==> src/rtl/sifm_pkg.sv <==
// Shared constants, types and CRC helper for the in-band message framer
// Notes on behaviour
// - Serial link when active, management bus otherwise
// - Low-power mode limits Ethernet rate to 10M
// - Serial link runs 1250 Mb/s both ways
// - 100 MHz ref clock, clock-good reset, clock request
// - Controller port rate preloaded, never detected
// - Link carries whole Ethernet frames, not bus packets
// - Idle symbols sent, receiver syncs on idles
// - Device originates only status, then awaits acknowledge
// - Unacked message resent after interconnect switch
// - K28.1 leads, CRC-8 over remaining bytes
// - Request control byte: 0,0,read/write,register address
// - Write data high then low; read sends zeros
// - Fourth request byte holds PHY address
// - Response echoes direction and address plus data
// - Reserved byte before CRC sent as zero
// - Status sent on change or periodic expiry
// - Status retransmitted when acknowledge times out
// - Status control byte is 80h
// - First status byte: wake, idle, txoff, sleep
// - Second status byte: reset, links, cable, duplex
// - Speed code 10/01/00, 11 reserved
// - Controller acknowledges with C0h plus own status
package sifm_pkg;
	localparam int          CLK_MHZ        = 250;
	localparam int          REF_CLK_MHZ    = 100;
	localparam int          LINK_RATE_MBPS = 1250;
	localparam int          LP_RATE_MBPS   = 10;
	localparam logic [7:0]  K28_1          = 8'h3C;
	localparam logic [7:0]  K28_5          = 8'hBC;
	localparam logic [7:0]  CRC_POLY       = 8'h07;
	localparam logic [7:0]  CRC_INIT       = 8'h00;
	localparam logic [7:0]  CTL_STATUS     = 8'h80;
	localparam logic [7:0]  CTL_ACK        = 8'hC0;
	localparam logic [7:0]  RSVD_BYTE      = 8'h00;
	localparam int          CTL_TYPE_BIT   = 7;
	localparam int          CTL_DIR_BIT    = 6;
	localparam int          CTL_WR_BIT     = 5;
	localparam int          S0_WAKE_BIT    = 5;
	localparam int          S0_EI_BIT      = 2;
	localparam int          S0_TXOFF_BIT   = 1;
	localparam int          S0_K1_BIT      = 0;
	localparam int          S1_RST_BIT     = 7;
	localparam int          S1_IRQ_BIT     = 6;
	localparam int          S1_IFLINK_BIT  = 5;
	localparam int          S1_CABLE_BIT   = 4;
	localparam int          S1_LINK_BIT    = 3;
	localparam int          S1_DUPLEX_BIT  = 2;
	localparam logic [1:0]  SPD_1000       = 2'b10;
	localparam logic [1:0]  SPD_100        = 2'b01;
	localparam logic [1:0]  SPD_10         = 2'b00;
	localparam logic [1:0]  SPD_RSVD       = 2'b11;
	localparam logic [2:0]  MSG_LAST       = 3'h5;
	localparam logic [3:0]  SYNC_IDLES     = 4'h4;
	localparam logic [31:0] MSG_RESET      = 32'h0000_0000;
	localparam logic [15:0] STAT_RESET     = 16'h0000;
	localparam logic [7:0]  OFS_CTRL       = 8'h00;
	localparam logic [7:0]  OFS_CMD        = 8'h04;
	localparam logic [7:0]  OFS_RESP       = 8'h08;
	localparam logic [7:0]  OFS_STAT       = 8'h0C;
	localparam logic [7:0]  OFS_ACKF       = 8'h10;
	localparam logic [7:0]  OFS_RATE       = 8'h14;

	typedef enum logic {SIFM_TX_IDLE, SIFM_TX_SEND} sifm_tx_t;

	function automatic logic [7:0] sifm_crc8(input logic [7:0] c,
		input logic [7:0] d);
		logic [7:0] v;
		v = c ^ d;
		for (int i = 0; i < 8; i++) begin
			v = v[7] ? ({v[6:0], 1'b0} ^ CRC_POLY) : {v[6:0], 1'b0};
		end
		return v;
	endfunction
endpackage

==> src/rtl/sifm_link_if.sv <==
// Symbol-level serial link and management bus between PHY and controller
`timescale 1ns/10ps
interface sifm_link_if;
	logic [7:0] p2m_sym;         // PHY to controller symbol
	logic       p2m_k;           // Symbol is a special code
	logic [7:0] m2p_sym;         // Controller to PHY symbol
	logic       m2p_k;           // Symbol is a special code
	logic       p2m_mb_valid;    // Management bus byte from PHY
	logic       p2m_mb_first;    // First byte of a message
	logic [7:0] p2m_mb_data;     // Management bus data from PHY
	logic       m2p_mb_valid;    // Management bus byte to PHY
	logic       m2p_mb_first;    // First byte of a message
	logic [7:0] m2p_mb_data;     // Management bus data to PHY
	logic       serial_powered;  // Serial link powered, traffic on it
	logic       ref_clock_request_n;  // PHY asks for reference clock
	logic       power_clock_good_n;   // Power and clock not yet good

	modport phy (output p2m_sym, p2m_k, p2m_mb_valid, p2m_mb_first,
		p2m_mb_data, serial_powered, ref_clock_request_n,
		input m2p_sym, m2p_k, m2p_mb_valid, m2p_mb_first, m2p_mb_data,
		power_clock_good_n);
	modport mac (input p2m_sym, p2m_k, p2m_mb_valid, p2m_mb_first,
		p2m_mb_data, serial_powered, ref_clock_request_n,
		output m2p_sym, m2p_k, m2p_mb_valid, m2p_mb_first, m2p_mb_data,
		power_clock_good_n);
endinterface

==> src/rtl/sifm_phy_end.sv <==
// PHY end: status reports, register access answers, link selection
//
// Implementation choices: the APB interface to the registers and the address map.
`timescale 1ns/10ps
module sifm_phy_end import sifm_pkg::*; #(
	parameter int TMR_W = 16
) (
	input  wire logic             clk,            // 250 MHz clock
	input  wire logic             nrst,           // Sync reset, low
	sifm_link_if.phy              lnk,            // Link to controller
	input  wire logic             system_active,  // System in S0
	input  wire logic             host_wake,      // Host wake event
	input  wire logic             ei_req,         // Electrical idle req
	input  wire logic             txoff_req,      // Back-pressure req
	input  wire logic             k1_req,         // Light sleep req
	input  wire logic             reset_done,     // PHY reset complete
	input  wire logic             cable_disc,     // Cable disconnected
	input  wire logic             eth_link,       // Ethernet link up
	input  wire logic             full_duplex,    // Full duplex
	input  wire logic [1:0]       speed,          // Line speed code
	input  wire logic [TMR_W-1:0] status_period,  // Periodic, 0 = off
	input  wire logic [TMR_W-1:0] ack_timeout,    // Ack wait, cycles
	input  wire logic [15:0]      cfg_rdata,      // Register read data
	output logic                  cfg_valid,      // Register access
	output logic                  cfg_write,      // Access is a write
	output logic [4:0]            cfg_reg,        // Register address
	output logic [4:0]            cfg_phy,        // PHY address
	output logic [15:0]           cfg_wdata,      // Write data
	output logic                  rate_limit_10m, // Line held to 10M
	output logic                  link_synced     // Receiver in sync
);
	typedef struct packed {
		sifm_tx_t          tst;
		logic [2:0]        tpos;
		logic [31:0]       tmsg;
		logic [7:0]        tcrc;
		logic              tis_stat;
		logic [2:0]        rpos;
		logic [31:0]       rbuf;
		logic [7:0]        rcrc;
		logic [3:0]        sync_cnt;
		logic              sel_serial;
		logic              resp_pend;
		logic [31:0]       resp_msg;
		logic              stat_pend;
		logic              await_ack;
		logic [15:0]       last_stat;
		logic [TMR_W-1:0]  per_cnt;
		logic [TMR_W-1:0]  ack_cnt;
		logic              cfg_valid;
		logic              cfg_write;
		logic [4:0]        cfg_reg;
		logic [4:0]        cfg_phy;
		logic [15:0]       cfg_wdata;
		logic [7:0]        sym;
		logic              k;
		logic              mb_valid;
		logic              mb_first;
		logic [7:0]        mb_data;
		logic              clk_req_n;
	} sifm_phy_st_t;

	sifm_phy_st_t r;
	sifm_phy_st_t next_r;

	always_comb begin
		logic        serial_on;
		logic        byte_v;
		logic [7:0]  in_b;
		logic [7:0]  tb;
		logic [7:0]  ctl;
		logic [1:0]  spd;
		logic [15:0] cur;
		serial_on = system_active & ~lnk.power_clock_good_n;
		byte_v = 1'b0;
		in_b = 8'h00;
		tb = 8'h00;
		ctl = 8'h00;
		spd = SPD_10;
		cur = 16'h0000;
		next_r = r;
		next_r.cfg_valid = 1'b0;
		next_r.clk_req_n = ~system_active;
		next_r.sel_serial = serial_on;
		// Switch: drop the frame in flight and resend what is unacked
		if (r.sel_serial != serial_on) begin
			next_r.tst = SIFM_TX_IDLE;
			next_r.rpos = 3'h0;
			if (r.tst == SIFM_TX_SEND && !r.tis_stat)
				next_r.resp_pend = 1'b1;
			if (r.await_ack || (r.tst == SIFM_TX_SEND && r.tis_stat))
				next_r.stat_pend = 1'b1;
		end
		// Status bytes; reserved speed code is never reported
		spd = (speed == SPD_RSVD) ? SPD_10 : speed;
		cur[8+S0_WAKE_BIT]  = host_wake;
		cur[8+S0_EI_BIT]    = ei_req;
		cur[8+S0_TXOFF_BIT] = txoff_req;
		cur[8+S0_K1_BIT]    = k1_req;
		cur[S1_RST_BIT]     = reset_done;
		cur[S1_IRQ_BIT]     = 1'b0;
		cur[S1_IFLINK_BIT]  = r.sel_serial && r.sync_cnt == SYNC_IDLES;
		cur[S1_CABLE_BIT]   = cable_disc;
		cur[S1_LINK_BIT]    = eth_link;
		cur[S1_DUPLEX_BIT]  = full_duplex;
		cur[1:0]            = spd;
		if (cur != r.last_stat) begin
			next_r.stat_pend = 1'b1;
			next_r.last_stat = cur;
			next_r.per_cnt = status_period;
		end else if (status_period != '0) begin
			if (r.per_cnt <= TMR_W'(1)) begin
				next_r.stat_pend = 1'b1;
				next_r.per_cnt = status_period;
			end else begin
				next_r.per_cnt = r.per_cnt - TMR_W'(1);
			end
		end
		if (r.await_ack) begin
			if (r.ack_cnt <= TMR_W'(1)) begin
				next_r.stat_pend = 1'b1;
				next_r.ack_cnt = ack_timeout;
			end else begin
				next_r.ack_cnt = r.ack_cnt - TMR_W'(1);
			end
		end
		// Receiver: sync on idles, then frames start at K28.1
		if (!r.sel_serial) begin
			next_r.sync_cnt = 4'h0;
			if (lnk.m2p_mb_valid) begin
				if (lnk.m2p_mb_first)
					next_r.rpos = 3'h1;
				byte_v = (next_r.rpos != 3'h0);
				in_b = lnk.m2p_mb_data;
			end
		end else if (lnk.m2p_k) begin
			if (lnk.m2p_sym == K28_5 && r.sync_cnt != SYNC_IDLES)
				next_r.sync_cnt = r.sync_cnt + 4'h1;
			else if (lnk.m2p_sym != K28_5 && lnk.m2p_sym != K28_1)
				next_r.sync_cnt = 4'h0;
			next_r.rpos = (lnk.m2p_sym == K28_1 &&
				r.sync_cnt == SYNC_IDLES) ? 3'h1 : 3'h0;
		end else begin
			byte_v = (r.rpos != 3'h0);
			in_b = lnk.m2p_sym;
		end
		if (byte_v) begin
			if (next_r.rpos == 3'h1)
				next_r.rcrc = sifm_crc8(CRC_INIT, in_b);
			else if (next_r.rpos != MSG_LAST)
				next_r.rcrc = sifm_crc8(r.rcrc, in_b);
			if (next_r.rpos != MSG_LAST) begin
				next_r.rbuf = {r.rbuf[23:0], in_b};
				next_r.rpos = next_r.rpos + 3'h1;
			end else begin
				next_r.rpos = 3'h0;
				ctl = r.rbuf[31:24];
				if (in_b == r.rcrc) begin
					if (!ctl[CTL_TYPE_BIT] && !ctl[CTL_DIR_BIT]) begin
						next_r.cfg_valid = 1'b1;
						next_r.cfg_write = ctl[CTL_WR_BIT];
						next_r.cfg_reg = ctl[4:0];
						next_r.cfg_wdata = r.rbuf[23:8];
						next_r.cfg_phy = r.rbuf[4:0];
					end else if (ctl == CTL_ACK) begin
						next_r.await_ack = 1'b0;
					end
				end
			end
		end
		// Answer the access in the cycle the register port is strobed
		if (r.cfg_valid) begin
			next_r.resp_pend = 1'b1;
			next_r.resp_msg = {2'b01, r.cfg_write, r.cfg_reg,
				r.cfg_write ? r.cfg_wdata : cfg_rdata, RSVD_BYTE};
		end
		// Transmitter: K28.1, four bytes, CRC; idles in between
		next_r.sym = r.sel_serial ? K28_5 : 8'h00;
		next_r.k = r.sel_serial;
		next_r.mb_valid = 1'b0;
		next_r.mb_first = 1'b0;
		case (r.tst)
			SIFM_TX_IDLE: begin
				if (r.resp_pend && (r.cfg_valid == 1'b0)) begin
					next_r.tst = SIFM_TX_SEND;
					next_r.tmsg = r.resp_msg;
					next_r.tis_stat = 1'b0;
					next_r.resp_pend = 1'b0;
					next_r.tpos = 3'h0;
				end else if (r.stat_pend) begin
					next_r.tst = SIFM_TX_SEND;
					// Latest status, so a change in this cycle is not lost
					next_r.tmsg = {CTL_STATUS, next_r.last_stat,
						RSVD_BYTE};
					next_r.tis_stat = 1'b1;
					next_r.stat_pend = 1'b0;
					next_r.tpos = 3'h0;
				end
			end
			SIFM_TX_SEND: begin
				if (r.tpos == 3'h0) begin
					if (r.sel_serial)
						next_r.sym = K28_1;
					next_r.tcrc = CRC_INIT;
				end else begin
					tb = (r.tpos == MSG_LAST) ? r.tcrc : r.tmsg[31:24];
					next_r.tmsg = {r.tmsg[23:0], 8'h00};
					next_r.tcrc = sifm_crc8(r.tcrc, tb);
					if (r.sel_serial) begin
						next_r.sym = tb;
						next_r.k = 1'b0;
					end else begin
						next_r.mb_valid = 1'b1;
						next_r.mb_first = (r.tpos == 3'h1);
						next_r.mb_data = tb;
					end
				end
				next_r.tpos = r.tpos + 3'h1;
				if (r.tpos == MSG_LAST) begin
					next_r.tst = SIFM_TX_IDLE;
					if (r.tis_stat) begin
						next_r.await_ack = 1'b1;
						next_r.ack_cnt = ack_timeout;
					end
				end
			end
			default: next_r.tst = SIFM_TX_IDLE;
		endcase
		// A pickup in the switch cycle is undone, so its message stays due
		if (r.sel_serial != serial_on) begin
			next_r.tst = SIFM_TX_IDLE;
			next_r.resp_pend = next_r.resp_pend | r.resp_pend;
			next_r.stat_pend = next_r.stat_pend | r.stat_pend;
		end
	end

	always_ff @(posedge clk) begin
		if (!nrst) begin
			r <= '0;
			r.clk_req_n <= 1'b1;
			r.last_stat <= STAT_RESET;
			r.tmsg <= MSG_RESET;
		end else begin
			r <= next_r;
		end
	end

	assign lnk.p2m_sym = r.sym;
	assign lnk.p2m_k = r.k;
	assign lnk.p2m_mb_valid = r.mb_valid;
	assign lnk.p2m_mb_first = r.mb_first;
	assign lnk.p2m_mb_data = r.mb_data;
	assign lnk.serial_powered = r.sel_serial;
	assign lnk.ref_clock_request_n = r.clk_req_n;
	assign cfg_valid = r.cfg_valid;
	assign cfg_write = r.cfg_write;
	assign cfg_reg = r.cfg_reg;
	assign cfg_phy = r.cfg_phy;
	assign cfg_wdata = r.cfg_wdata;
	assign rate_limit_10m = ~r.sel_serial;
	assign link_synced = r.sync_cnt == SYNC_IDLES;
endmodule // sifm_phy_end

==> src/flat_wrapper.sv <==
// flat-port wrapper written by rule: the top's interface ports become plain ports
module sifm_phy_end_flat import sifm_pkg::*;
#(
	parameter int TMR_W = 16
)
  (clk, nrst, system_active, host_wake, ei_req, txoff_req, k1_req, reset_done, cable_disc, eth_link, full_duplex, speed, status_period, ack_timeout, cfg_rdata, cfg_valid, cfg_write, cfg_reg, cfg_phy, cfg_wdata, rate_limit_10m, link_synced, lnk_p2m_sym, lnk_p2m_k, lnk_p2m_mb_valid, lnk_p2m_mb_first, lnk_p2m_mb_data, lnk_serial_powered, lnk_ref_clock_request_n, lnk_m2p_sym, lnk_m2p_k, lnk_m2p_mb_valid, lnk_m2p_mb_first, lnk_m2p_mb_data, lnk_power_clock_good_n);
  sifm_link_if lnk_i ();
  input  wire logic clk;
  input  wire logic nrst;
  input  wire logic system_active;
  input  wire logic host_wake;
  input  wire logic ei_req;
  input  wire logic txoff_req;
  input  wire logic k1_req;
  input  wire logic reset_done;
  input  wire logic cable_disc;
  input  wire logic eth_link;
  input  wire logic full_duplex;
  input  wire logic [1:0] speed;
  input  wire logic [TMR_W-1:0] status_period;
  input  wire logic [TMR_W-1:0] ack_timeout;
  input  wire logic [15:0] cfg_rdata;
  output logic cfg_valid;
  output logic cfg_write;
  output logic [4:0] cfg_reg;
  output logic [4:0] cfg_phy;
  output logic [15:0] cfg_wdata;
  output logic rate_limit_10m;
  output logic link_synced;
  output wire logic [$bits(lnk_i.p2m_sym)-1:0] lnk_p2m_sym;
  output wire logic [$bits(lnk_i.p2m_k)-1:0] lnk_p2m_k;
  output wire logic [$bits(lnk_i.p2m_mb_valid)-1:0] lnk_p2m_mb_valid;
  output wire logic [$bits(lnk_i.p2m_mb_first)-1:0] lnk_p2m_mb_first;
  output wire logic [$bits(lnk_i.p2m_mb_data)-1:0] lnk_p2m_mb_data;
  output wire logic [$bits(lnk_i.serial_powered)-1:0] lnk_serial_powered;
  output wire logic [$bits(lnk_i.ref_clock_request_n)-1:0] lnk_ref_clock_request_n;
  input wire logic [$bits(lnk_i.m2p_sym)-1:0] lnk_m2p_sym;
  input wire logic [$bits(lnk_i.m2p_k)-1:0] lnk_m2p_k;
  input wire logic [$bits(lnk_i.m2p_mb_valid)-1:0] lnk_m2p_mb_valid;
  input wire logic [$bits(lnk_i.m2p_mb_first)-1:0] lnk_m2p_mb_first;
  input wire logic [$bits(lnk_i.m2p_mb_data)-1:0] lnk_m2p_mb_data;
  input wire logic [$bits(lnk_i.power_clock_good_n)-1:0] lnk_power_clock_good_n;
  assign lnk_p2m_sym = lnk_i.p2m_sym;
  assign lnk_p2m_k = lnk_i.p2m_k;
  assign lnk_p2m_mb_valid = lnk_i.p2m_mb_valid;
  assign lnk_p2m_mb_first = lnk_i.p2m_mb_first;
  assign lnk_p2m_mb_data = lnk_i.p2m_mb_data;
  assign lnk_serial_powered = lnk_i.serial_powered;
  assign lnk_ref_clock_request_n = lnk_i.ref_clock_request_n;
  assign lnk_i.m2p_sym = lnk_m2p_sym;
  assign lnk_i.m2p_k = lnk_m2p_k;
  assign lnk_i.m2p_mb_valid = lnk_m2p_mb_valid;
  assign lnk_i.m2p_mb_first = lnk_m2p_mb_first;
  assign lnk_i.m2p_mb_data = lnk_m2p_mb_data;
  assign lnk_i.power_clock_good_n = lnk_power_clock_good_n;
  sifm_phy_end #(.TMR_W(TMR_W)) u_core (.clk(clk), .nrst(nrst), .lnk(lnk_i), .system_active(system_active), .host_wake(host_wake), .ei_req(ei_req), .txoff_req(txoff_req), .k1_req(k1_req), .reset_done(reset_done), .cable_disc(cable_disc), .eth_link(eth_link), .full_duplex(full_duplex), .speed(speed), .status_period(status_period), .ack_timeout(ack_timeout), .cfg_rdata(cfg_rdata), .cfg_valid(cfg_valid), .cfg_write(cfg_write), .cfg_reg(cfg_reg), .cfg_phy(cfg_phy), .cfg_wdata(cfg_wdata), .rate_limit_10m(rate_limit_10m), .link_synced(link_synced));
endmodule
==> config.mk <==
export PLATFORM = sky130hd
export DESIGN_NAME = sifm_phy_end_flat
export DESIGN_NICKNAME = d
export VERILOG_FILES = /design/src/rtl/sifm_pkg.sv /design/src/rtl/sifm_link_if.sv /design/src/rtl/sifm_phy_end.sv /design/src/flat_wrapper.sv
export SDC_FILE = /design/constraint.sdc
export NUM_CORES = 1
export LEC_CHECK = 0
export ABC_CLOCK_PERIOD_IN_PS = 2700
export BUFFER_PORTS_ARGS = -buffer_cell sky130_fd_sc_hd__buf_2
export CORE_MARGIN = 4
export CORE_UTILIZATION = 50
export CTS_BUF_LIST = sky130_fd_sc_hd__clkbuf_16
export DETAILED_ROUTE_END_ITERATION = 7
export GPL_TIMING_DRIVEN = 0
export PLACE_DENSITY = 0.73
export SYNTH_ARGS = -nofsm -noshare
export SYNTH_HDL_FRONTEND = slang
export SYNTH_SLANG_ARGS = --single-unit
==> constraint.sdc <==
create_clock -name clk -period 2.7 [get_ports clk]
set_input_delay 0.135 -clock clk [delete_from_list [all_inputs] [get_ports clk]]
set_output_delay 0.135 -clock clk [all_outputs]
set_load 0.005 [all_outputs]
# After elaboration in Yosys (flattened, before gate mapping)
# Cells that the tools add are included.
[totals]
out_inout_bits = 51
latch_bits = 0
inputBits = 81
mem_bits_ro = 0
ff_bits = 215
n_memories = 0
ramBits = 0
[op_classes]
n_mul = 0
n_reduce_logical = 32
shift = 0
n_eq_ne = 17
n_div = 0
n_lt_le_gt_ge = 2
add_sub_neg = 5
n_mux = 99
bitwise_logic = 39
[op_table]
columns = ["cell", "count"]
rows = [
  ["$mux W16", 10],
  ["$mux W3", 32],
  ["$mux W8", 10],
  ["$mux W36", 2],
  ["$not A3 Y3", 24],
  ["$pmux W36 S2", 1],
  ["$mux W32", 2],
  ["$mux W43", 1],
  ["$mux W33", 1],
  ["$le A16 B1 Y1 const B", 2],
  ["$mux W1", 32],
  ["$sub A16 B1 Y16 const B", 2],
  ["$mux W28", 1],
  ["$mux W19", 1],
  ["$eq A8 B8 Y1 const B", 2],
  ["$ne A14 B16 Y1", 1],
  ["$reduce_bool A16 Y1", 1],
  ["$xor A8 B8 Y8", 2],
  ["$reduce_and A2 Y1", 6],
  ["$mux W11", 1],
  ["$mux W10", 1],
  ["$not A1 Y1", 10],
  ["$mux W9", 1],
  ["$eq A8 B6 Y1 const B", 1],
  ["other kinds (29)", 47],
]

# Depth between registers and ports, before layout
# Gate-level depths: netlist of the first run.
[logic_depth]
ltp_word = 22
mapped_depth = 12
ltp_nobuf = 9

# Worst setup path before layout of the first run
# OpenSTA, ideal clock, no wires.
[synth_timing]
kind = "register -> register"
startpoint = "reg u_core.r (netlist bit u_core.lnk.serial_powered)"
endpoint = "reg u_core.r (netlist bit u_core.cfg_wdata[10])"
slack_ns = -0.034
arrival_time_ns = 2.602
stages_incl_launch_ff = 13
required_time_ns = 2.568
path_buffers = 4
setup_ns = 0.132
path_cell_list = "dfxtp_1 > buf_6 > buf_2 > and3b_1 > nor2_1 > xor2_1 > ha_1 > nand3_1 > or4_1 > clkbuf_1 > clkbuf_1 > o21ai_0 > a21oi_1"
[synth_via]
elab_chain_cells = 10
[synth_rtl]
columns = ["element", "line_no", "text"]
rows = [
  ["start, declared", "sifm_phy_end.sv:63", "sifm_phy_st_t r;"],
  ["start signal, assigned", "sifm_phy_end.sv:244", "r <= next_r;"],
  ["$ne A1 B1 Y1", "sifm_phy_end.sv:86", "if (r.sel_serial != serial_on) begin"],
  ["$mux W3", "sifm_phy_end.sv:86", ""],
  ["$mux W3", "sifm_phy_end.sv:131", "if (lnk.m2p_mb_first)"],
  ["$mux W3", "sifm_phy_end.sv:130", "if (lnk.m2p_mb_valid) begin"],
  ["$mux W3", "sifm_phy_end.sv:128", "if (!r.sel_serial) begin"],
  ["$mux W3", "sifm_phy_end.sv:130", ""],
  ["$mux W3", "sifm_phy_end.sv:128", ""],
  ["$ne A3 B3 Y1", "sifm_phy_end.sv:152", "if (next_r.rpos != MSG_LAST) begin"],
  ["$not A1 Y1 (no source line)", "--", ""],
  ["$reduce_and A4 Y1 (no source line) (*)", "--", ""],
]
# Mark *: on every way between the ends. The rest lies on a longest branch, timed or not. The select of a mux whose other input is x is not followed.
# A chain may end at the register's enable or synchronous reset.

# Final worst setup path of the first run
[layout_timing]
startpoint = "reg u_core.r (netlist bit u_core.lnk.serial_powered)"
endpoint = "reg u_core.r (netlist bit u_core.cfg_wdata[14])"
# The elaborated chain is that of the path after synthesis.

==> results.tsv, run 1 <==
stage	metric	value	unit
synth	ys_types	84	
worst_setup_path	worst_setup_path_end_kind	flip-flop	
worst_setup_path	reg2reg_depth	11	
drt	routed_wl	30.7	mm
clock_tree	cts_inserted_buffers	22	
placed_design	dpl_worst_slack	-0.735	ns
clock_tree	cts.htree.levels	1	
synth	yosys-top-cells-area	dfxtp_1, a21oi_1, nor2_1	
worst_setup_path	timing.rr.start	u_core.lnk.serial_powered$_SDFF_PN0_	
finish	layout_common_cells	dfxtp_1, buf_2, nor2_1	
clock_tree	cts_tree	built	
synth	synth_edf_count	0	
power	power	7.65	mW
timing	setup_ws	0.00391	ns
power	irDropWorstVdd	0.437	mV
floorplanning	dieArea	23000	um2
run	drv_cap	0	
synth	synth.top_cell.area_share	40.2	%
run_status	status	finished, final reports clean	
drt	wire_per_inst	17.9	um
synth	synth_top_area_cell	dfxtp_1	
drt	drt-initial-drc-count	776	
global_route	grt_start_max_net_pins	15	
worst_setup_path	cp_max_fo	10	
timing	rsz0062_at_grt	true	
drt	viasPerCell	5.71	
synth	synthArstFlopShare	0	%
placed_design	detailed_place.area	11300	um2
placed_design	place_inst	1609	
floorplanning	fp.dieW	152	um
power	p_leak	5.16	nW
finish	stdcell_area	13000	um2
clock_tree	cts_max_path_buffers	3	
worst_setup_path	start_kind	flip-flop	
timing	fmax	371	MHz
global_route	grt_first_pass_wirelength	48.3	mm
synth	yosysWarnings	0	
drt	vias	9779	
synth	synth_area	10300	um2
clock_tree	clkSlewWorstSetupHoldPaths	0.06	ns
floorplanning	start_util	51.0	%
synth	yosysSeqAreaShare	40.2	%
placed_design	port-buffer-count	129	
finish	area_growth	26.1	%
floorplanning	pin_count	132	
global_route	grt-ovfl-total	0	
timing	whs	0.000252	ns
finish	layout-drive-gt1-share	22.1	%
finish	final_common_cell	dfxtp_1	
timing	fin_crit_sh	99.9	%
hold_path	worstHoldEndpoint	u_core.r[111]$_SDFFE_PN0P_	
synth	avgSynthCellArea	8.55	um2
hold_path	min_from	cfg_rdata[5]	
global_route	antenna_found_initial	1	
global_route	track_usage	26.1	%
placed_design	place_hpwl	21.4	mm
synth	syn_inst	1206	
global_route	grt_pass1_vias	9306	
hold_path	min_path_type	input pin to flip-flop	
floorplanning	placementRows	52	
drt	drtPass1Iterations	5	
clock_tree	clock-root-buffer	clkbuf_16	
synth	synth-seq-cells	207	
power	powerDensity	588	nW/um2
finish	largest_register_ffs	158	
floorplanning	die_h	152	um
worst_setup_path	cp.required	3.05	ns
timing	period_needed	2.70	ns
drt	antenna_left	0	
timing	finalClockSkew	0.0134	ns
drt	drt_drc_violations_left	0	
worst_setup_path	crit_arrival	3.04	ns
finish	final_cell_count_no_fill	1712	
floorplanning	core	20200	um2
clock_tree	cts.sinks	207	
timing	hold_viol	0	
finish	fin_nets	1518	
worst_setup_path	crit_type	flip-flop to flip-flop	
finish	regMostFlops	u_core.r	
timing	drv_slew	0	
worst_setup_path	r2r_slack	0.004	ns
worst_setup_path	r2r-end	u_core.cfg_wdata[14]$_SDFFE_PN0P_	
timing	relSlewSlack	41.4	%
timing	finalSetupViolCount	0	
hold_path	whs_path_depth	3	
timing	worst_pin_slew	0.880	ns
clock_tree	clkLatencyLatePin	0.51	ns
placed_design	gp_congestion	0.901	
synth	ys.flop_type	dfxtp_1	
[cell type report]
cell class | instances | area, um2
clock inverters | 17 | 168
repair buffers | 194 | 1320
well taps | 270 | 338
inverters | 14 | 52.6
flip-flops and latches | 207 | 4150
multi-input cells | 870 | 5720
clock buffers | 23 | 576
diodes | 1 | 2.50
fillers | 1703 | 7230
plain buffers | 116 | 687
[worst max path at each step]
stage | slack, ns | to | from | cells past startpoint
after floorplan | 0.009 | u_core.cfg_wdata[10]$_SDFFE_PN0P_ | u_core.lnk.serial_powered$_SDFF_PN0_ | 11
after global placement | -0.67 | u_core.cfg_wdata[0]$_SDFFE_PN0P_ | u_core.lnk.serial_powered$_SDFF_PN0_ | 12
after detailed placement | -0.73 | u_core.cfg_reg[4]$_SDFFE_PN0P_ | u_core.lnk.serial_powered$_SDFF_PN0_ | 12
after CTS | 0.001 | u_core.cfg_reg[4]$_SDFFE_PN0P_ | u_core.lnk.serial_powered$_SDFF_PN0_ | 11
after global routing | -0.05 | u_core.r[170]$_SDFFE_PN0P_ | u_core.r[132]$_SDFFE_PN0P_ | 10
final | 0.004 | u_core.cfg_wdata[14]$_SDFFE_PN0P_ | u_core.lnk.serial_powered$_SDFF_PN0_ | 11
[what timing repair did]
| action | 4_1_cts | 5_1_grt |
|---|---|---|
| gates cloned | 0 | 2 |
| setup buffers | 12 | 2 |
| hold buffers | 49 | 0 |
| pin swaps | 7 | 6 |
| resized for setup | 37 | 62 |
| setup endpoints to repair | 36 | 53 |
| endpoints found under the hold margin | 50 | 0 |
[synth_stat cells, types with 8 or more instances]
library cell / count
a211oi_1: 51
a21oi_1: 107
a221oi_1: 13
and2_1: 11
and3_1: 8
and3b_1: 8
buf_2: 14
buf_4: 43
clkbuf_1: 53
dfxtp_1: 207
ha_1: 12
inv_1: 13
mux2i_1: 46
nand2_1: 100
nand2b_1: 8
nand3_1: 50
nand3b_1: 12
nor2_1: 138
nor2b_1: 12
nor3_1: 36
nor4_1: 14
o21ai_0: 52
xnor2_1: 38
xor2_1: 27
[through the flow]
step | util, % | TNS (ns)
2_1_floorplan | - | 0
3_3_place_gp | 55.9 | -16.71
3_5_place_dp | 55.9 | -17.29
4_1_cts | 63.4 | 0
5_1_grt | 64.3 | -1.14
6_report | 64.3 | 0
[kinds of logic after synthesis]
kind of cell / Yosys count / synth area share [%]
AO/OA/AOI/OAI: 288 / 18.0
XOR/XNOR: 72 / 7.05
multiplexers: 47 / 4.57
AND/OR/NAND/NOR: 446 / 21.8
buffers and inverters: 133 / 6.90
adder cells (fa/ha/maj): 12 / 1.46
other: 1 / 0.0364
flip-flops: 207 / 40.2
[metal layers]
layer	part of all wire [%]	track usage [%]
met1	43	34.4
met4	2.8	8.04
met2	49	45.0
met3	5.6	2.94
met5	0	0
[critical path: stages, from the launching register on]
cell and delay (ns):
dfxtp_4 0.37, buf_8 0.14, buf_8 0.14, and3b_2 0.23
nor2_4 0.15, xor2_2 0.20, ha_2 0.21, nand3_2 0.09
or4_4 0.60, clkbuf_16 0.21, o21ai_2 0.13, a21oi_2 0.07
[power breakdown]
part | switching, mW | internal, mW | total, mW
Sequential | 0.109 | 3.17 | 3.28
Clock | 1.29 | 1.84 | 3.13
Combinational | 0.666 | 0.579 | 1.25
Total | 2.06 | 5.58 | 7.65
Note: power is estimated with default switching activity, not from simulation.
==> run 2: changes to the inputs <==
MAX_ROUTING_LAYER = met4   (was not set)
PLACE_DENSITY = 0.84   (was 0.73)
==> run 2 against run 1 <==
  * Non-clock buffer count fell by 1
  * Sequential share of layout area is 0.30 points higher
  * Flip-flop and latch count did not move
  * Global-route usage barely moved
  * Die area stayed put
  * Maximum frequency rose by 3.0%
  * Sequential power hardly changed
  * Critical endpoint is now u_core.cfg_reg[0]$_SDFFE_PN0P_
==> results.tsv, run 2 (synthesis results as in run 1) <==
stage	metric	value	unit	change
clock_tree	cts_max_path_buffers	3		unchanged
drt	drt_drc_violations_left	0		unchanged
worst_setup_path	timing.rr.start	u_core.lnk.serial_powered$_SDFF_PN0_		unchanged
placed_design	gp_congestion	0.929		was 0.901
run_status	status	finished, final reports clean		unchanged
global_route	track_usage	26.1	%	about the same
floorplanning	pin_count	132		unchanged
timing	whs	0.00587	ns	was 0.000252 ns
drt	wl_met2	14.7	mm	was 15.0 mm
run	drv_cap	0		unchanged
timing	fin_crit_sh	97.0	%	was 99.9%
finish	area_growth	24.9	%	was 26.1%
clock_tree	cts_tree	built		unchanged
timing	setup_tns	0	ns	unchanged
drt	wire_per_inst	17.6	um	was 17.9 um
floorplanning	start_util	51.0	%	unchanged
power	power	7.72	mW	was 7.65 mW
placed_design	port-buffer-count	129		unchanged
global_route	grt_first_pass_wirelength	47.1	mm	was 48.3 mm
worst_setup_path	crit_type	flip-flop to flip-flop		unchanged
placed_design	place_inst	1609		unchanged
finish	layout_common_cells	dfxtp_1, buf_2, nor2_1		unchanged
global_route	antenna_found_initial	1		unchanged
drt	drt-initial-drc-count	1003		was 776
floorplanning	dieArea	23000	um2	unchanged
power	powerDensity	599	nW/um2	was 588 nW/um2
worst_setup_path	slowest_delay	0.35	ns	was 0.60 ns
finish	layout-drive-gt1-share	20.7	%	was 22.1%
worst_setup_path	cpMaxStageDelayCell	dfxtp_4		was or4_4
worst_setup_path	start_kind	flip-flop		unchanged
drt	drtPass1Iterations	5		unchanged
finish	utilization	63.7	%	was 64.3%
placed_design	place_hpwl	21.4	mm	about the same
finish	regMostFlops	u_core.r		unchanged
clock_tree	cts_inserted_buffers	23		was 22
clock_tree	clkSlewWorstSetupHoldPaths	0.06	ns	about the same
floorplanning	die_h	152	um	unchanged
drt	wl_met1	12.3	mm	was 13.0 mm
drt	dr.max_layer_used	met4		unchanged
floorplanning	placementRows	52		unchanged
hold_path	min_path_type	input pin to flip-flop		unchanged
floorplanning	fp.dieW	152	um	unchanged
global_route	grt_start_max_net_pins	14		was 15
worst_setup_path	worst_setup_path_end_kind	flip-flop		unchanged
timing	drv_slew	0		unchanged
power	irDropWorstVdd	0.460	mV	was 0.437 mV
worst_setup_path	worstPathCellList	buf_6 > nor2b_4 > a22o_4 > xnor2_4 > ha_1 > nand3_1 > o21bai_4 > nor4_4 > buf_6 > buf_4 > nand3_1 > a21oi_2		was buf_8 > buf_8 > and3b_2 > nor2_4 > xor2_2 > ha_2 > nand3_2 > or4_4 > clkbuf_16 > o21ai_2 > a21oi_2
global_route	grt-ovfl-total	0		unchanged
timing	finalSetupViolCount	0		unchanged
timing	fmax	382	MHz	was 371 MHz
timing	finalClockSkew	0.0124	ns	was 0.0134 ns
floorplanning	core	20200	um2	unchanged
drt	vias	9810		was 9779
timing	worst_pin_slew	0.870	ns	was 0.880 ns
power	p_leak	5.16	nW	about the same
worst_setup_path	crit_arrival	3.05	ns	was 3.04 ns
finish	largest_register_ffs	158		unchanged
worst_setup_path	cp.required	3.14	ns	was 3.05 ns
drt	antenna_left	0		unchanged
timing	relSlewSlack	42.0	%	was 41.4%
clock_tree	clock-root-buffer	clkbuf_16		unchanged
finish	final_cell_count_no_fill	1713		was 1712
finish	final_common_cell	dfxtp_1		unchanged
clock_tree	clkLatencyLatePin	0.51	ns	about the same
worst_setup_path	r2r_slack	0.08	ns	was 0.004 ns
drt	wl_met3	2.03	mm	was 1.73 mm
clock_tree	cts.htree.levels	1		unchanged
timing	period_needed	2.62	ns	was 2.70 ns
worst_setup_path	startpoint	u_core.lnk.serial_powered$_SDFF_PN0_		unchanged
hold_path	min_from	cfg_rdata[4]		was cfg_rdata[5]
clock_tree	cts.sinks	207		unchanged
drt	routed_wl	30.1	mm	was 30.7 mm
timing	hold_viol	0		unchanged
global_route	grt_pass1_vias	9324		was 9306
finish	fin_nets	1518		unchanged
worst_setup_path	cp_max_fo	10		unchanged
drt	viasPerCell	5.73		was 5.71
## run 2: stage by stage
step	setup WS, ns	area, um2
6_report	0.0821	12900
5_1_grt	-0.0414	12900
4_1_cts	0.0548	12800
3_5_place_dp	-0.689	11300
3_3_place_gp	-0.658	11300
2_1_floorplan	0.00919	10300
## run 2: final cells by class
cell class	instances	area (um2)
fill	1580	7350
multi-input combinational	870	5650
sequential	207	4150
timing repair buffer	192	1250
buffer	117	677
clock buffer	23	576
tap	270	338
clock inverter	19	195
inverter	14	52.6
antenna	1	2.50
## run 2: worst max-delay path, delay by kind of cell, from the launching register on
| family | cells | cell delay [ns] |
|---|---|---|
| DFF | 1 | 0.35 |
| buffers and inverters | 3 | 0.45 |
| AOI/OAI and AO/OA | 3 | 0.62 |
| adders and majority gates | 1 | 0.17 |
| xor gates and xnor gates | 1 | 0.13 |
| and+or+nand+nor | 4 | 0.81 |
## run 2: per-layer routing
metal,GRT usage [%],vias up
li1,-,4691
met3,3.51,89
met1,32.2,4604
met2,44.3,426
met4,8.85,0
met5,-,-
## run 2: report_power, final
part	total (mW)	leakage [nW]	switching, mW	internal (mW)
combinational	1.25	3.08	0.672	0.575
clock	3.20	0.392	1.26	1.94
sequential	3.28	1.69	0.109	3.17
## run 2: worst paths after layout
check | endpoint | depth (start not counted)
worst max-delay path | u_core.cfg_reg[0]$_SDFFE_PN0P_ | 12
worst max register to register | u_core.cfg_reg[0]$_SDFFE_PN0P_ | 12
worst min register to register | u_core.r[206]$_SDFFE_PN0P_ | 2
worst min-delay path | u_core.r[110]$_SDFFE_PN0P_ | 3
## run 2: timing repair
action | in CTS | in global routing
hold buffers | 50 | 0
pin swaps | 5 | 3
endpoints found under the setup margin | 35 | 51
setup buffers | 9 | 4
hold endpoints to repair | 51 | 0
gates resized for setup | 28 | 22
==> run 3: changes to the inputs <==
ABC_CLOCK_PERIOD_IN_PS = 3300   (was 2700)
PLACE_DENSITY = 0.81   (was 0.84)
clock period = 3.3 ns   (was 2.7 ns; I/O delays follow)
==> run 3 against run 2 <==
  * Cell count fell by 0.88%
  * Total power shrank 20%
  * Global-route usage decreased by 0.58 points
  * Critical path type unchanged
  * Maximum frequency fell by 15%
  * Clock-buffer cell count unchanged
==> results.tsv, run 3 (synthesis results as in run 1) <==
stage	metric	value	unit	change
worst_setup_path	slowest_delay	0.60	ns	was 0.35 ns
worst_setup_path	worstPathCellList	buf_6 > clkbuf_4 > and3b_1 > nor2_4 > xor2_1 > ha_1 > nand3_1 > or4_4 > clkbuf_1 > o21ai_0 > a21oi_1		was buf_6 > nor2b_4 > a22o_4 > xnor2_4 > ha_1 > nand3_1 > o21bai_4 > nor4_4 > buf_6 > buf_4 > nand3_1 > a21oi_2
timing	setup_tns	0	ns	unchanged
placed_design	place_hpwl	21.3	mm	was 21.4 mm
timing	setup_ws	0.235	ns	was 0.0821 ns
placed_design	port-buffer-count	129		unchanged
worst_setup_path	crit_type	flip-flop to flip-flop		unchanged
power	p_clk_share	41.4	%	about the same
timing	rsz0062_at_grt	false		
drt	drtPass1Iterations	7		was 5
clock_tree	clkLatencyLatePin	0.52	ns	was 0.51 ns
finish	final_common_cell	dfxtp_1		unchanged
timing	finalClockSkew	0.0232	ns	was 0.0124 ns
finish	layout-drive-gt1-share	19.2	%	was 20.7%
placed_design	detailed_place.area	11300	um2	about the same
finish	stdcell_area	12500	um2	was 12900 um2
worst_setup_path	crit_arrival	3.43	ns	was 3.05 ns
clock_tree	clock-root-buffer	clkbuf_16		unchanged
placed_design	gp_congestion	0.927		was 0.929
timing	hold_viol	0		unchanged
hold_path	min_path_type	input pin to flip-flop		unchanged
drt	wire_per_inst	17.3	um	was 17.6 um
clock_tree	cts.htree.levels	1		unchanged
power	p_leak	5.01	nW	was 5.16 nW
finish	largest_register_ffs	158		unchanged
power	irDropWorstVdd	0.282	mV	was 0.460 mV
clock_tree	cts.sinks	207		unchanged
power	switching_power	1.65	mW	was 2.04 mW
power	pwr-share-seq	43.2	%	was 42.4%
global_route	grt_start_max_net_pins	15		was 14
floorplanning	start_util	51.0	%	unchanged
finish	fin_nets	1501		was 1518
timing	worst_pin_slew	0.945	ns	was 0.870 ns
timing	fin_crit_sh	92.9	%	was 97.0%
global_route	antenna_found_initial	2		was 1
floorplanning	die_h	152	um	unchanged
clock_tree	cts_inserted_buffers	23		unchanged
clock_tree	clkSlewWorstSetupHoldPaths	0.06	ns	about the same
placed_design	dpl_worst_slack	-0.169	ns	was -0.689 ns
floorplanning	fp.dieW	152	um	unchanged
power	powerDensity	494	nW/um2	was 599 nW/um2
placed_design	place_inst	1609		unchanged
drt	drt-initial-drc-count	702		was 1003
global_route	track_usage	25.5	%	was 26.1%
timing	finalSetupViolCount	0		unchanged
drt	viasPerCell	5.74		was 5.73
timing	drv_slew	0		unchanged
finish	layout_common_cells	dfxtp_1, buf_2, nor2_1		unchanged
finish	final_cell_count_no_fill	1698		was 1713
global_route	grt-ovfl-total	0		unchanged
drt	routed_wl	29.3	mm	was 30.1 mm
worst_setup_path	cp_max_fo	10		unchanged
timing	relSlewSlack	36.8	%	was 42.0%
drt	vias	9743		was 9810
worst_setup_path	start_kind	flip-flop		unchanged
power	p_sw_share	26.6	%	was 26.4%
finish	regMostFlops	u_core.r		unchanged
power	p_int	4.54	mW	was 5.68 mW
global_route	grt_first_pass_wirelength	46.2	mm	was 47.1 mm
run	drv_cap	0		unchanged
floorplanning	dieArea	23000	um2	unchanged
global_route	grt_pass1_vias	9269		was 9324
finish	area_growth	21.6	%	was 24.9%
drt	antenna_left	0		unchanged
timing	fmax	326	MHz	was 382 MHz
clock_tree	cts_max_path_buffers	3		unchanged
worst_setup_path	worst_setup_path_end_kind	flip-flop		unchanged
drt	drt_drc_violations_left	0		unchanged
run_status	status	finished, final reports clean		unchanged
clock_tree	cts_tree	built		unchanged
timing	whs	0.0202	ns	was 0.00587 ns
timing	period_needed	3.06	ns	was 2.62 ns
worst_setup_path	cp.required	3.66	ns	was 3.14 ns
power	combPwrFrac	15.4	%	was 16.1%
worst_setup_path	cpMaxStageDelayCell	or4_4		was dfxtp_4
floorplanning	core	20200	um2	unchanged
floorplanning	pin_count	132		unchanged
floorplanning	placementRows	52		unchanged
-- run 3: cell count changes in the layout (fill, tap and decap cells not counted), sizes merged, moves of 2 or more --
cell | before | now
buf | 205 | 193
clkbuf | 77 | 79
clkinvlp | 1 | 3
diode | 1 | 3
dlygate4sd3 | 50 | 43
inv | 19 | 17
-- run 3: critical path, delay by kind of cell (launching register included) --
family / cells / cell delay [ns]
flip-flops: 1 / 0.42
adder cells (fa/ha/maj): 1 / 0.18
buffers and inverters: 3 / 0.61
AO/OA/AOI/OAI: 2 / 0.30
XOR/XNOR: 1 / 0.25
AND/OR/NAND/NOR: 4 / 1.14
-- run 3: path summary, 6_finish.rpt --
kind / startpoint / endpoint / slack (ns) / cells after the start
setup reg to reg: u_core.lnk.serial_powered$_SDFF_PN0_ / u_core.cfg_wdata[14]$_SDFFE_PN0P_ / 0.24 / 11
hold / removal: ack_timeout[9] / u_core.r[57]$_SDFF_PN0_ / 0.02 / 3
hold reg to reg: u_core.r[137]$_SDFFE_PN0P_ / u_core.r[137]$_SDFFE_PN0P_ / 0.46 / 2
setup / recovery: u_core.lnk.serial_powered$_SDFF_PN0_ / u_core.cfg_wdata[14]$_SDFFE_PN0P_ / 0.24 / 11
-- run 3: power groups by stage --
| stage | logic [mW] | clock network (mW) | registers (mW) |
|---|---|---|---|
| after floorplan | 0.661 | 0 | 2.70 |
| after global placement | 0.872 | 0 | 2.72 |
| after detailed placement | 0.891 | 0 | 2.73 |
| after CTS | 0.939 | 2.59 | 2.67 |
| after global routing | 1.04 | 2.69 | 2.68 |
| final | 0.955 | 2.56 | 2.67 |
-- run 3: layout make-up --
type	count	area, um2
fill	1701	7690
multi-input combinational	870	5490
sequential	207	4150
timing repair buffer	174	1090
buffer	118	659
clock buffer	23	576
tap	270	338
clock inverter	19	184
inverter	14	52.6
antenna	3	7.51
-- run 3: repair_timing --
item                                   4_1_cts  5_1_grt
hold buffers                                43        0
resized for setup                            3        6
setup endpoints to repair                   22       27
cloned                                       0        0
endpoints found under the hold margin       44        0
buffers inserted                             0        2
pin swaps                                    0        1
-- run 3: routing by layer --
layer / wire length, um / up-vias / GRT usage, %
li1: - / 4654 / -
met1: 12100 / 4584 / 32.1
met2: 13900 / 402 / 42.2
met3: 2150 / 103 / 3.99
met4: 1130 / 0 / 8.54
met5: 0 / - / -
-- run 3: stage by stage --
| step | power, mW | util (%) |
|---|---|---|
| floorplan | 3.36 | - |
| global placement | 3.59 | 55.9 |
| detailed placement | 3.62 | 55.9 |
| CTS | 6.20 | 61.8 |
| global route | 6.42 | 62.0 |
| finish | 6.19 | 62.0 |
